**config.mk**
```make
export PLATFORM = sky130hd
export DESIGN_NAME = sds_device_flat
export DESIGN_NICKNAME = d
export VERILOG_FILES = /design/src/sds_pkg.sv /design/src/sds_bus_if.sv /design/src/sds_device.sv /design/src/flat_wrapper.sv
export SDC_FILE = /design/constraint.sdc
export NUM_CORES = 1
export LEC_CHECK = 0
export BUFFER_PORTS_ARGS = -buffer_cell sky130_fd_sc_hd__buf_2
export CORE_MARGIN = 2
export CORE_UTILIZATION = 45
export CTS_CLUSTER_SIZE = 16
export DETAILED_ROUTE_END_ITERATION = 16
export PLACE_DENSITY = 0.68
export REMOVE_ABC_BUFFERS = 1
export SYNTH_ARGS = -nofsm -noshare
export SYNTH_HDL_FRONTEND = slang
export SYNTH_SLANG_ARGS = --single-unit
```
**constraint.sdc**
```tcl
create_clock -name clk_sys -period 5.2 [get_ports clk_sys]
set_clock_uncertainty 0.05 [all_clocks]
set_input_delay 0 -clock clk_sys [delete_from_list [all_inputs] [get_ports clk_sys]]
set_output_delay 0 -clock clk_sys [all_outputs]
set_load 0.02 [all_outputs]
```
**src/sds_pkg.sv**
```systemverilog
// Shared constants and types for the status-read and sleep-entry command block
package sds_pkg;

    // ************************************************************
    // Command codes
    // ************************************************************
    localparam logic [7:0] SDS_CMD_RD_SIG = 8'h0E;
    localparam logic [7:0] SDS_CMD_RD_DIAG = 8'h0F;
    localparam logic [7:0] SDS_CMD_SLEEP_IN = 8'h10;
    localparam logic [7:0] SDS_CMD_SLEEP_OUT = 8'h11;

    // ************************************************************
    // Status byte layouts and reset values
    // ************************************************************
    localparam int SDS_SIG_TE_ON = 7;
    localparam int SDS_SIG_TE_MODE = 6;
    localparam int SDS_SIG_HS_ON = 5;
    localparam int SDS_SIG_VS_ON = 4;
    localparam int SDS_SIG_PCLK_ON = 3;
    localparam int SDS_SIG_DE_ON = 2;
    localparam int SDS_SIG_DSI_ERR = 0;
    localparam int SDS_DIAG_LOAD = 7;
    localparam int SDS_DIAG_FUNC = 6;
    localparam int SDS_DIAG_CSUM = 0;
    localparam logic [7:0] SDS_DIAG_MASK = 8'hC1;
    localparam logic [7:0] SDS_SIG_RST = 8'h00;
    localparam logic [7:0] SDS_DIAG_RST = 8'h00;

    // ************************************************************
    // Timing
    // ************************************************************
    localparam int SDS_CLK_HZ = 40_000_000;
    localparam int SDS_SETTLE_MS = 5;
    localparam int SDS_WAKE_HOLD_MS = 120;
    localparam int SDS_CSUM_WAIT_MS = 300;
    localparam int SDS_SETTLE_CYC = SDS_SETTLE_MS * (SDS_CLK_HZ / 1000);
    localparam int SDS_WAKE_HOLD_CYC = SDS_WAKE_HOLD_MS * (SDS_CLK_HZ / 1000);
    localparam int SDS_CSUM_WAIT_CYC = SDS_CSUM_WAIT_MS * (SDS_CLK_HZ / 1000);
    localparam int SDS_CNT_W = 24;
    localparam int SDS_STEP_W = 4;
    localparam logic [3:0] SDS_STEP_CYC = 4'h4;
    localparam logic [1:0] SDS_PAR_MAX = 2'h2;

    // ************************************************************
    // State encodings
    // ************************************************************
    typedef enum logic [5:0] {
        SDS_DS_AWAKE = 6'b000001,
        SDS_DS_BLANK = 6'b000010,
        SDS_DS_DISCH = 6'b000100,
        SDS_DS_DCDC_OFF = 6'b001000,
        SDS_DS_OSC_OFF = 6'b010000,
        SDS_DS_ASLEEP = 6'b100000
    } sds_dev_st_t;

    typedef enum logic [3:0] {
        SDS_HS_IDLE = 4'b0001,
        SDS_HS_CMD = 4'b0010,
        SDS_HS_RD = 4'b0100,
        SDS_HS_GET = 4'b1000
    } sds_host_st_t;

endpackage

```
**src/sds_bus_if.sv**
```systemverilog
// Parallel command bus joining the display driver and its host
`timescale 1ns/1ps
interface sds_bus_if;
    logic command_data_select;
    logic write_strobe;
    logic read_strobe;
    logic dsi_mode;
    logic [7:0] host_data;
    logic [7:0] dev_data;
    logic dev_data_oe;

    modport host (
        output command_data_select, write_strobe, read_strobe, dsi_mode, host_data,
        input dev_data, dev_data_oe
    );
    modport device (
        input command_data_select, write_strobe, read_strobe, dsi_mode, host_data,
        output dev_data, dev_data_oe
    );
endinterface

```
**src/sds_device.sv**
```systemverilog
// Display driver end: status reads, sleep entry and wake handling
//
// Overview of operation
// - Extra parallel reads repeat the second parameter
// - DSI reads return status byte only
// - First byte dummy, second byte is status
// - Code 0Fh reads diagnostics, bits 5-1 zero
// - Bit 7 toggles on good register load
// - Bit 6 toggles on good functionality check
// - Bit 0 flags checksum mismatch
// - Host waits 300ms before trusting bit 0
// - Diagnostics refresh only on a wake command received while asleep
// - Code 10h, no parameters, enters sleep
// - Sleep stops converter, oscillator, panel scanning
// - Host interface and memory keep working asleep
// - No dimming on entry into sleep
// - Sleep entry while asleep does nothing
// - Only code 11h ends sleep; here sw_rst or sys_rst also ends it, loading the awake defaults
// - Host waits 5ms after sleep entry
// - Host waits 120ms after wake before sleep
// - Blank, discharge, converter off, oscillator off, sleep
// - Auto blank leaves display on setting alone
// - Signal status bit order as listed
// - Wake restarts converter, oscillator, scanning
//
// The placing of the registers and the address-and-strobe port were chosen for this implementation.
`timescale 1ns/1ps
module sds_device
    import sds_pkg::*;
(
    input wire logic clk_sys, // System clock, 40 MHz
    input wire logic sys_rst, // Asynchronous reset, active high
    input wire logic sw_rst, // Software reset, one-cycle pulse
    sds_bus_if.device bus, // Command bus toward the host
    input wire logic te_on, // Tearing output enabled
    input wire logic te_mode, // Tearing output mode 2
    input wire logic hsync_on, // Horizontal sync active
    input wire logic vsync_on, // Vertical sync active
    input wire logic pixel_clock_pin_on, // Pixel clock active
    input wire logic data_enable_on, // Data enable active
    input wire logic link_err, // Link error seen, pulse
    input wire logic reg_load_ok, // Register load finished correctly
    input wire logic func_ok, // Functionality check passed
    input wire logic csum_mismatch, // Checksums differ
    input wire logic disp_on_setting, // Stored display on/off setting
    output logic dcdc_en, // Converter running
    output logic osc_en, // Internal oscillator running
    output logic scan_en, // Panel scanning running
    output logic blank_screen, // Automatic blank screen shown
    output logic panel_discharge, // Panel charge being drained
    output logic dim_allow, // Dimming transition permitted
    output logic panel_show, // Memory contents shown on panel
    output logic asleep // Sleep state reached
);

    // ************************************************************
    // State
    // ************************************************************
    typedef struct packed {
        sds_dev_st_t st;
        logic [7:0] cmd;
        logic [1:0] par;
        logic [7:0] dout;
        logic doe;
        logic [7:0] diag;
        logic dsi_err;
        logic [SDS_STEP_W-1:0] step;
        logic dcdc;
        logic osc;
        logic scan;
        logic blank;
        logic disch;
        logic dim_ok;
        logic show;
        logic slp;
    } sds_dev_s_t;

    localparam sds_dev_s_t RST_VAL = '{
        st: SDS_DS_AWAKE,
        cmd: 8'h00,
        par: 2'h0,
        dout: 8'h00,
        doe: 1'b0,
        diag: SDS_DIAG_RST,
        dsi_err: 1'b0,
        step: 4'h0,
        dcdc: 1'b1,
        osc: 1'b1,
        scan: 1'b1,
        blank: 1'b0,
        disch: 1'b0,
        dim_ok: 1'b1,
        show: 1'b0,
        slp: 1'b0
    };

    sds_dev_s_t s_q;
    sds_dev_s_t s_d;
    logic [7:0] sig_byte;

    always_comb begin
        sig_byte = SDS_SIG_RST;
        sig_byte[SDS_SIG_TE_ON] = te_on;
        sig_byte[SDS_SIG_TE_MODE] = te_mode;
        sig_byte[SDS_SIG_HS_ON] = hsync_on;
        sig_byte[SDS_SIG_VS_ON] = vsync_on;
        sig_byte[SDS_SIG_PCLK_ON] = pixel_clock_pin_on;
        sig_byte[SDS_SIG_DE_ON] = data_enable_on;
        sig_byte[SDS_SIG_DSI_ERR] = s_q.dsi_err;
    end

    // ************************************************************
    // Next state
    // ************************************************************
    always_comb begin
        s_d = s_q;
        s_d.doe = 1'b0;
        if (link_err) begin
            s_d.dsi_err = 1'b1;
        end
        // interface decodes in every power state
        if (bus.write_strobe && !bus.command_data_select) begin
            s_d.cmd = bus.host_data;
            s_d.par = 2'h0;
            if (bus.host_data == SDS_CMD_SLEEP_IN && s_q.st == SDS_DS_AWAKE) begin
                s_d.st = SDS_DS_BLANK;
                s_d.step = 4'h0;
                // blank without touching the display setting
                s_d.blank = 1'b1;
                s_d.dim_ok = 1'b0;
            end
            // wake only on code 11h from sleep
            if (bus.host_data == SDS_CMD_SLEEP_OUT && s_q.st == SDS_DS_ASLEEP) begin
                s_d.st = SDS_DS_AWAKE;
                s_d.osc = 1'b1;
                s_d.dcdc = 1'b1;
                s_d.scan = 1'b1;
                s_d.blank = 1'b0;
                s_d.dim_ok = 1'b1;
                s_d.slp = 1'b0;
                s_d.diag[SDS_DIAG_LOAD] = s_q.diag[SDS_DIAG_LOAD] ^ reg_load_ok;
                s_d.diag[SDS_DIAG_FUNC] = s_q.diag[SDS_DIAG_FUNC] ^ func_ok;
                s_d.diag[SDS_DIAG_CSUM] = csum_mismatch;
            end
        end
        if (bus.read_strobe && bus.command_data_select) begin
            if (s_q.cmd == SDS_CMD_RD_SIG || s_q.cmd == SDS_CMD_RD_DIAG) begin
                // dummy only on the parallel bus
                if (bus.dsi_mode || s_q.par != 2'h0) begin
                    s_d.doe = 1'b1;
                    // diag bits 5 to 1 forced low
                    s_d.dout = (s_q.cmd == SDS_CMD_RD_SIG) ? sig_byte
                                                             : (s_q.diag & SDS_DIAG_MASK);
                end
                // count saturates so later reads repeat
                if (s_q.par != SDS_PAR_MAX) begin
                    s_d.par = s_q.par + 2'h1;
                end
            end
        end
        if (s_q.st != SDS_DS_AWAKE && s_q.st != SDS_DS_ASLEEP) begin
            s_d.step = s_q.step + 4'h1;
            if (s_q.step == SDS_STEP_CYC - 4'h1) begin
                s_d.step = 4'h0;
                case (s_q.st)
                    SDS_DS_BLANK: begin
                        s_d.st = SDS_DS_DISCH;
                        s_d.scan = 1'b0;
                        s_d.disch = 1'b1;
                    end
                    SDS_DS_DISCH: begin
                        s_d.st = SDS_DS_DCDC_OFF;
                        s_d.disch = 1'b0;
                        s_d.dcdc = 1'b0;
                    end
                    SDS_DS_DCDC_OFF: begin
                        s_d.st = SDS_DS_OSC_OFF;
                        s_d.osc = 1'b0;
                    end
                    SDS_DS_OSC_OFF: begin
                        s_d.st = SDS_DS_ASLEEP;
                        s_d.slp = 1'b1;
                    end
                    default: begin
                        s_d.st = SDS_DS_AWAKE;
                    end
                endcase
            end
        end
        s_d.show = disp_on_setting && s_d.scan && !s_d.blank;
        // Soft reset reloads every default, link error included
        if (sw_rst) begin
            s_d = RST_VAL;
        end
    end

    // ************************************************************
    // Registers
    // ************************************************************
    always_ff @(posedge clk_sys or posedge sys_rst) begin
        if (sys_rst) begin
            s_q <= RST_VAL;
        end else begin
            s_q <= s_d;
        end
    end

    assign bus.dev_data = s_q.dout;
    assign bus.dev_data_oe = s_q.doe;
    assign dcdc_en = s_q.dcdc;
    assign osc_en = s_q.osc;
    assign scan_en = s_q.scan;
    assign blank_screen = s_q.blank;
    assign panel_discharge = s_q.disch;
    assign dim_allow = s_q.dim_ok;
    assign panel_show = s_q.show;
    assign asleep = s_q.slp;

endmodule // sds_device

```
**src/flat_wrapper.sv**
```systemverilog
// flat-port wrapper written by rule: the top's interface ports become plain ports
module sds_device_flat import sds_pkg::*;
  (clk_sys, sys_rst, sw_rst, te_on, te_mode, hsync_on, vsync_on, pixel_clock_pin_on, data_enable_on, link_err, reg_load_ok, func_ok, csum_mismatch, disp_on_setting, dcdc_en, osc_en, scan_en, blank_screen, panel_discharge, dim_allow, panel_show, asleep, bus_command_data_select, bus_write_strobe, bus_read_strobe, bus_dsi_mode, bus_host_data, bus_dev_data, bus_dev_data_oe);
  sds_bus_if bus_i ();
  input wire logic clk_sys;
  input wire logic sys_rst;
  input wire logic sw_rst;
  input wire logic te_on;
  input wire logic te_mode;
  input wire logic hsync_on;
  input wire logic vsync_on;
  input wire logic pixel_clock_pin_on;
  input wire logic data_enable_on;
  input wire logic link_err;
  input wire logic reg_load_ok;
  input wire logic func_ok;
  input wire logic csum_mismatch;
  input wire logic disp_on_setting;
  output logic dcdc_en;
  output logic osc_en;
  output logic scan_en;
  output logic blank_screen;
  output logic panel_discharge;
  output logic dim_allow;
  output logic panel_show;
  output logic asleep;
  input wire logic [$bits(bus_i.command_data_select)-1:0] bus_command_data_select;
  input wire logic [$bits(bus_i.write_strobe)-1:0] bus_write_strobe;
  input wire logic [$bits(bus_i.read_strobe)-1:0] bus_read_strobe;
  input wire logic [$bits(bus_i.dsi_mode)-1:0] bus_dsi_mode;
  input wire logic [$bits(bus_i.host_data)-1:0] bus_host_data;
  output wire logic [$bits(bus_i.dev_data)-1:0] bus_dev_data;
  output wire logic [$bits(bus_i.dev_data_oe)-1:0] bus_dev_data_oe;
  assign bus_i.command_data_select = bus_command_data_select;
  assign bus_i.write_strobe = bus_write_strobe;
  assign bus_i.read_strobe = bus_read_strobe;
  assign bus_i.dsi_mode = bus_dsi_mode;
  assign bus_i.host_data = bus_host_data;
  assign bus_dev_data = bus_i.dev_data;
  assign bus_dev_data_oe = bus_i.dev_data_oe;
  sds_device u_core (.clk_sys(clk_sys), .sys_rst(sys_rst), .sw_rst(sw_rst), .bus(bus_i), .te_on(te_on), .te_mode(te_mode), .hsync_on(hsync_on), .vsync_on(vsync_on), .pixel_clock_pin_on(pixel_clock_pin_on), .data_enable_on(data_enable_on), .link_err(link_err), .reg_load_ok(reg_load_ok), .func_ok(func_ok), .csum_mismatch(csum_mismatch), .disp_on_setting(disp_on_setting), .dcdc_en(dcdc_en), .osc_en(osc_en), .scan_en(scan_en), .blank_screen(blank_screen), .panel_discharge(panel_discharge), .dim_allow(dim_allow), .panel_show(panel_show), .asleep(asleep));
endmodule
```
Yosys cells after proc, flatten, opt, wreduce, memory -nomap -nowiden
Index checks and enable logic that the tools add are counted.
- bitwise logic cells: 2
- add/subtract/negate cells: 2
- reduce and logical (&&, ||, !) cells: 29
- mux-type cells: 37
- equality and inequality tests: 14
- operators with widths (operator ; number):
    $mux 46 ; 1
    $mux 6 ; 4
    $pmux 6 s4 ; 1
    $mux 11 ; 2
    $reduce_bool 2->1 ; 9
    $mux 1 ; 17
    $eq 8x4->1 const B ; 2
    $eq 8x5->1 const B ; 2
    $mux 16 ; 1
    $mux 8 ; 2
    $mux 7 ; 2
    $reduce_bool 3->1 ; 4
    $mux 9 ; 1
    $mux 4 ; 2
    $logic_and 1x1->1 ; 7
    $eq 6x1->1 const B ; 1
    $eq 6x2->1 const B ; 1
    $eq 6x3->1 const B ; 1
    $eq 6x4->1 const B ; 1
    $eq 6x5->1 const B ; 1
    $eq 6x6->1 const B ; 1
    $mux 2 ; 3
    $ne 6x1->1 const B ; 1
    $ne 6x6->1 const B ; 1
    other kinds (10) ; 16
- word-level logic and storage cells: 100
- output and inout bits: 17
- register bits after elaboration: 41

Logic depth before layout (Yosys ltp)
Gate-level depths: netlist of run 1.
- depth after elaboration: 11
- gate-level depth with buffers: 6
- mapped depth without buffers: 5

Worst setup path after synthesis of run 1
OpenSTA, ideal clock, no wires.
- path kind: register to register
- start point: reg u_core.s_q[37] (netlist name)
- end point: reg u_core.s_q (netlist bit u_core.bus.dev_data[2])
- clock period less this slack: 2.035 ns
- setup time: 0.121 ns
- data required time: 5.029 ns
- stages on the path, launching flop included: 6
- setup slack: 3.165 ns
- arrival time: 1.864 ns
- cells stage by stage: dfrtp_1 -> or4b_1 -> or3_1 -> buf_6 -> o21a_1 -> a22o_1
- cells in the longest elaborated chain, start to end: 6
- elaborated cells between the ends (all ways): 10
- classes of those cells: eq/ne: 2; mux: 5; reduce/logical: 3
- RTL lines (what ; line ; RTL):
    start, declared ; sds_device.sv:97 ; sds_dev_s_t s_q;
    start signal, assigned ; sds_device.sv:202 ; s_q <= RST_VAL;
    start signal, assigned ; sds_device.sv:204 ; s_q <= s_d;
    $eq 8x4->1 ; sds_device.sv:147, sds_device.sv:152 ;
    $mux 8 ; sds_device.sv:152 ; s_d.dout = (s_q.cmd == SDS_CMD_RD_SIG) ? sig_byte
    $mux 9 ; sds_device.sv:149 ; if (bus.dsi_mode || s_q.par != 2'h0) begin
    $mux 11 ; sds_device.sv:147 ; if (s_q.cmd == SDS_CMD_RD_SIG || s_q.cmd == SDS_CMD_RD_DIAG) begin
    $mux 11 ; sds_device.sv:146 ; if (bus.read_strobe && bus.command_data_select) begin
    $mux 46 ; sds_device.sv:192 ; if (sw_rst) begin
Parallel ways exist; a longest one is shown, timed or not. The select of a mux whose other input is x is not followed.
A chain may end at the register's enable or synchronous reset.

Worst setup path after layout of run 1
Ends and elaborated chain as after synthesis.

==> impl_metrics.yaml, run 1 <==
run_status:
  status: "finished clean"
clock_tree:
  post_cts_resized: 0
  path_clk_slew_ns: 0.08
  clkLatencyLatePin_ns: 0.29
  cts-root-buf: "clkbuf_8"
  cts_buffer_depth: 2
  post-cts-setup-buffers: 0
  numCtsBuffers: 5
  cts_tree: "done"
  cts.sink_count: 40
  h-tree-depth: 2
  hold_buffers: 20
global_routing:
  grt_pass1_wl_um: 7650
  grt_max_degree: 41
  overflow: 0
  antenna_found_initial: 0
  grt_usage: 0.189
  grt_pass1_vias: 1658
yosys:
  synth_most_common_cell: "dfrtp_1"
  yosys.area.top_type: "dfrtp_1"
  synth_edf_count: 0
  synth_common_cells: "dfrtp_1 (35), nand2_1 (26), a21oi_1 (19)"
  syn_area_sq_mm: 0.00199
  synth.avg_cell_area_sq_um: 10.0
  ys_ff_latch: 40
  synth-main-ff-cell: "dfrtp_1"
  yosysTopAreaCellShare: 0.439
  ys_top_cells_by_area: "dfrtp_1 (44%), dfstp_2 (6.6%), nand2_1 (4.9%), a21oi_1 (4.8%), buf_4 (3.0%)"
  synth_cell_types: 48
  ys_async_sr_fraction: 1.00
  synth_cells: 199
  ys_warn_count: 0
  ys_seq_area_frac: 0.505
power_and_ir_drop:
  p_int_w: 0.000428
  pwr-share-clk: 0.349
  ir_drop_mv: 0.257
  p_total_w: 0.000561
  leakagePower_nw: 1.10
  power.density_mw_per_mm2: 229
  seqPwrFrac: 0.565
  p_sw_frac: 0.237
  power_switching_w: 0.000133
  comb_power_share: 0.086
placement:
  port_buffers: 41
  dp_hpwl_um: 3050
  gp_congestion: 0.835
floorplanning:
  row_count: 24
  die_y_um: 70.6
  core-area_sq_mm: 0.00432
  dieArea_sq_mm: 0.00498
  boundaryPins: 43
  die_w_um: 70.6
  start_util: 0.461
setup_path:
  critical_path_required_ns: 5.33
  cp-end-kind: "flip-flop"
  cpPeakStageDelay_ns: 0.54
  cpMaxStageDelayCell: "or4b_1"
  cp_cell_sequence: "or4b_1 > or3_1 > o21a_1 > a22o_1"
  worstSetupStartpointType: "flip-flop"
  r2r-start: "u_core.s_q[37]"
  path_max_fanout: 7
  reg2reg_depth: 4
  crit_family: "simple AND/OR/NAND/NOR gates"
  timing.rr.end: "u_core.bus.dev_data[2]"
  critical_path_arrival_ns: 2.30
  path_class: "reg2reg"
  critPathBufInv: 0
  rrSetupSlack_ns: 3.03
sta:
  timing.final.crit_share: 0.418
  hold_violations: 0
  rsz0062_at_grt: "no"
  post-route-min-period_ns: 2.17
  slew_viol_final: 0
  fin_tns_setup_ns: 0
  timing.fmax_mhz: 460
  finalSetupViolCount: 0
  worst_pin_slew_ns: 0.631
  slew_headroom: 0.576
route:
  vias_per_cell: 5.46
  ant_nets: 0
  drt_wl_total_um: 4460
  wl_per_cell_um: 14.7
  dr.pass1.iters: 4
  drc: 0
  dr_total_vias: 1653
  drt-initial-drc-count: 70
hold_path:
  hold_class: "in2reg"
  hold_end: "u_core.s_q[38]"
  min_from: "bus_command_data_select"
  min_path_cells: 4
finish:
  fin_nets: 278
  diodes: 0
  drive_gt1_frac: 0.239
  area_delta_synth_final_pct: 23.0
flow_run:
  maxCapViolations: 0
layer usage:
metal | wire (um) | part of all wire | GRT usage
met1 | 2020 | 0.45 | 0.257
met2 | 2210 | 0.49 | 0.318
met3 | 207 | 0.046 | 0.0442
met4 | 25 | 0.0056 | 0.0314
met5 | 0 | 0 | 0
flip-flops by register name (all words and copies together) (netlist names):
register                cells
u_core.s_q                 24
u_core.bus.dev_data         7
u_core.asleep               1
u_core.blank_screen         1
u_core.bus.dev_data_oe      1
u_core.dcdc_en              1
u_core.dim_allow            1
u_core.osc_en               1
u_core.panel_discharge      1
u_core.panel_show           1
u_core.scan_en              1
worst max path at each step:
stage / from / endpoint / slack [ns] / cells after the start
6_report: u_core.s_q[37] / u_core.bus.dev_data[2] / 3.03 / 4
5_1_grt: u_core.s_q[37] / u_core.bus.dev_data[0] / 2.95 / 4
4_1_cts: u_core.s_q[37] / u_core.bus.dev_data[2] / 3.03 / 4
3_5_place_dp: u_core.s_q[37] / u_core.bus.dev_data[2] / 3.05 / 4
3_3_place_gp: u_core.s_q[37] / u_core.bus.dev_data[3] / 3.10 / 4
2_1_floorplan: u_core.s_q[37] / u_core.bus.dev_data[2] / 3.17 / 4
power groups by stage:
| stage | Combinational (W) | Sequential, W | Clock [W] |
|---|---|---|---|
| final | 0.0000480 | 0.000317 | 0.000196 |
| after global routing | 0.0000537 | 0.000317 | 0.000218 |
| after CTS | 0.0000482 | 0.000317 | 0.000205 |
| after detailed placement | 0.0000364 | 0.000323 | 0 |
| after global placement | 0.0000366 | 0.000323 | 0 |
| after floorplan | 0.0000153 | 0.000323 | 0 |
metrics by stage:
step                utilization  setup slack (ns)  cells  hold WS [ns]  area, sq um
floorplan                     -              3.17    182        0.0131         1890
global placement          0.502              3.10    276        0.0982         2170
detailed placement        0.502              3.05    276        0.0979         2170
CTS                       0.567              3.03    303        0.0539         2450
global route              0.567              2.95    303        0.0897         2450
finish                    0.567              3.03    303        0.0655         2450
cell type report:
cell class / count / area, sq um
multi-input cells: 134 / 855
fillers: 405 / 1870
inverters: 8 / 30.0
flip-flops and latches: 40 / 1010
clock inverters: 2 / 12.5
repair buffers: 62 / 413
clock buffers: 5 / 68.8
well taps: 52 / 65.1
kinds of logic (layout without fill, tap and decap cells):
| logic type | count (synthesis) | in the layout | share of synthesized area |
|---|---|---|---|
| AND/OR/NAND/NOR | 74 | 74 | 0.215 |
| flip-flops | 40 | 40 | 0.505 |
| XOR/XNOR | 2 | 2 | 0.00879 |
| adder cells (fa/ha/maj) | 1 | 1 | 0.00628 |
| buffers and inverters | 25 | 77 | 0.0659 |
| multiplexers | 4 | 4 | 0.0201 |
| AO/OA/AOI/OAI | 52 | 52 | 0.177 |
| other | 1 | 1 | 0.00188 |
cells in the final DEF, fill, tap and decap left out, types with 6 or more instances in the layout:
| cell | netlist | layout |
|---|---|---|
| dfrtp_1 | 35 | 35 |
| nand2_1 | 26 | 26 |
| nor2_1 | 8 | 8 |
| buf_2 | 0 | 41 |
| inv_1 | 8 | 8 |
| o21ai_0 | 6 | 6 |
| dlygate4sd3_1 | 0 | 20 |
| a21oi_1 | 19 | 19 |
tightest hold or removal path, delay by kind of cell:
| family | cells | cell delay, ns |
|---|---|---|
| AO/OA/AOI/OAI | 1 | 0.05 |
| AND/OR/NAND/NOR | 2 | 0.21 |
| buffers and inverters | 1 | 0.11 |
(Power assumes the default switching activity.)
==> inputs of run 2 (changes only) <==
--- a/config.mk
+++ b/config.mk
@@ -10,7 +10,7 @@
 export CORE_UTILIZATION = 45
 export CTS_CLUSTER_SIZE = 16
 export DETAILED_ROUTE_END_ITERATION = 16
-export PLACE_DENSITY = 0.68
+export PLACE_DENSITY = 0.71
 export REMOVE_ABC_BUFFERS = 1
 export SYNTH_ARGS = -nofsm -noshare
 export SYNTH_HDL_FRONTEND = slang
==> constraint.sdc (replaced) <==
create_clock -name clk_sys -period 1.9 [get_ports clk_sys]
set_clock_uncertainty 0.05 [all_clocks]
set_input_delay 0 -clock clk_sys [delete_from_list [all_inputs] [get_ports clk_sys]]
set_output_delay 0 -clock clk_sys [all_outputs]
set_load 0.02 [all_outputs]
==> impl_metrics.yaml, run 2 (same netlist as run 1, synthesis figures left out) <==
floorplanning:
  row_count: 24
  boundaryPins: 43
  core-area_sq_mm: 0.00432
  dieArea_sq_mm: 0.00498
  start_util: 0.461
  die_w_um: 70.6
  die_y_um: 70.6
setup_path:
  r2r-start: "u_core.s_q[39]"
  cpPeakStageDelay_ns: 0.54
  critical_path_arrival_ns: 2.20
  critPathLaunch: "u_core.s_q[39]"
  path_class: "reg2reg"
  crit_family: "simple AND/OR/NAND/NOR gates"
  path_max_fanout: 5
  cp_cell_sequence: "or4b_4 > or3_4 > buf_6 > nor4_4 > a22o_1"
  cp-end-kind: "flip-flop"
  critical_path_required_ns: 2.09
  cpMaxStageDelayCell: "or4b_4"
  worstSetupStartpointType: "flip-flop"
  critPathBufInv: 1
route:
  vias_per_cell: 5.28
  drc: 0
  dr.pass1.iters: 4
  drt-initial-drc-count: 80
  drt_wl_total_um: 4590
  dr_total_vias: 1700
  ant_nets: 0
  wl_per_cell_um: 14.3
sta:
  timing.final.crit_share: 1.06
  hold_violations: 0
  slew_viol_final: 0
  worst_pin_slew_ns: 0.519
  slew_headroom: 0.653
  post-route-min-period_ns: 2.02
  fin_ws_ns: -0.119
  finalSetupViolCount: 8
  rsz0062_at_grt: "yes"
  whs_ns: 0.0825
  timing.fmax_mhz: 495
clock_tree:
  cts-root-buf: "clkbuf_8"
  h-tree-depth: 2
  cts_buffer_depth: 2
  cts.sink_count: 40
  cts_tree: "done"
  clkLatencyLatePin_ns: 0.29
  numCtsBuffers: 5
  path_clk_slew_ns: 0.08
finish:
  layout_commonest_cell: "buf_2"
  largest_reg_flops: 24
  diodes: 0
  fin_nets: 296
  drive_gt1_frac: 0.326
  layout_common_cells: "buf_2 (41), dfrtp_1 (35), nand2_1 (26), dlygate4sd3_1 (21), a21oi_1 (19)"
  regMostFlops: "u_core.s_q"
  area_delta_synth_final_pct: 34.7
global_routing:
  antenna_found_initial: 0
  grt_usage: 0.196
  grt_max_degree: 41
  grt_pass1_vias: 1698
  overflow: 0
  grt_pass1_wl_um: 7720
placement:
  gp_congestion: 0.847
  dp_hpwl_um: 2980
  dp_worst_setup_slack_ns: -0.211
  port_buffers: 41
hold_path:
  hold_class: "in2reg"
  min_from: "bus_command_data_select"
run_status:
  status: "finished with violations"
  violations: "negative setup slack"
power_and_ir_drop:
  leakagePower_nw: 1.22
  power.density_mw_per_mm2: 636
  ir_drop_mv: 0.441
flow_run:
  maxCapViolations: 0
[run 2: timing repair]
item / in CTS / in global routing
setup buffers: 1 / 0
hold buffers: 21 / 0
endpoints found under the setup margin: 10 / 20
gates resized for setup: 5 / 8
pin swaps: 9 / 3
endpoints found under the hold margin: 56 / 0
[run 2: per-stage QoR]
stage	instances	TNS (ns)	util	total power, W	area [sq um]
2_1_floorplan	182	-0.919	-	0.000925	1890
3_3_place_gp	292	-1.10	0.532	0.000982	2300
3_5_place_dp	292	-1.42	0.532	0.000984	2300
4_1_cts	322	-0.756	0.616	0.00172	2660
5_1_grt	322	-1.15	0.621	0.00178	2690
6_report	322	-0.701	0.621	0.00171	2690
[run 2: worst reg2reg max path, stage by stage (launching register included)]
cell and delay [ns]:
dfrtp_1 0.39, or4b_4 0.54, or3_4 0.37, buf_6 0.13, nor4_4 0.29, a22o_1 0.19
[run 2: cell type report]
class / count / area [sq um]
inverters: 8 / 30.0
flip-flops and latches: 40 / 1010
multi-input cells: 134 / 900
well taps: 52 / 65.1
clock inverters: 3 / 47.5
fillers: 366 / 1640
repair buffers: 80 / 567
clock buffers: 5 / 68.8
[run 2: layer usage]
metal / global-route usage / vias up / part of all wire
met5: 0 / - / 0
met4: 0.0943 / 0 / 0.012
met3: 0.0356 / 5 / 0.038
met2: 0.289 / 48 / 0.48
met1: 0.281 / 798 / 0.47
li1: - / 849 / -
[run 2: power by group]
part / switching [W] / leakage, nW / internal [W]
sequential: 0.00000628 / 0.536 / 0.000861
combinational: 0.0000716 / 0.622 / 0.0000663
clock: 0.000306 / 0.0583 / 0.000395
total: 0.000384 / 1.22 / 0.00132
[run 2: worst paths after layout]
path,slack (ns),depth (start not counted),to
max in group asynchronous,1.12,4,u_core.dim_allow
max,-0.12,5,u_core.bus.dev_data[2]
min reg2reg,0.44,2,u_core.dim_allow
max reg2reg,-0.12,5,u_core.bus.dev_data[2]
min in group asynchronous,0.31,4,u_core.bus.dev_data[4]
min,0.08,4,u_core.s_q[37]
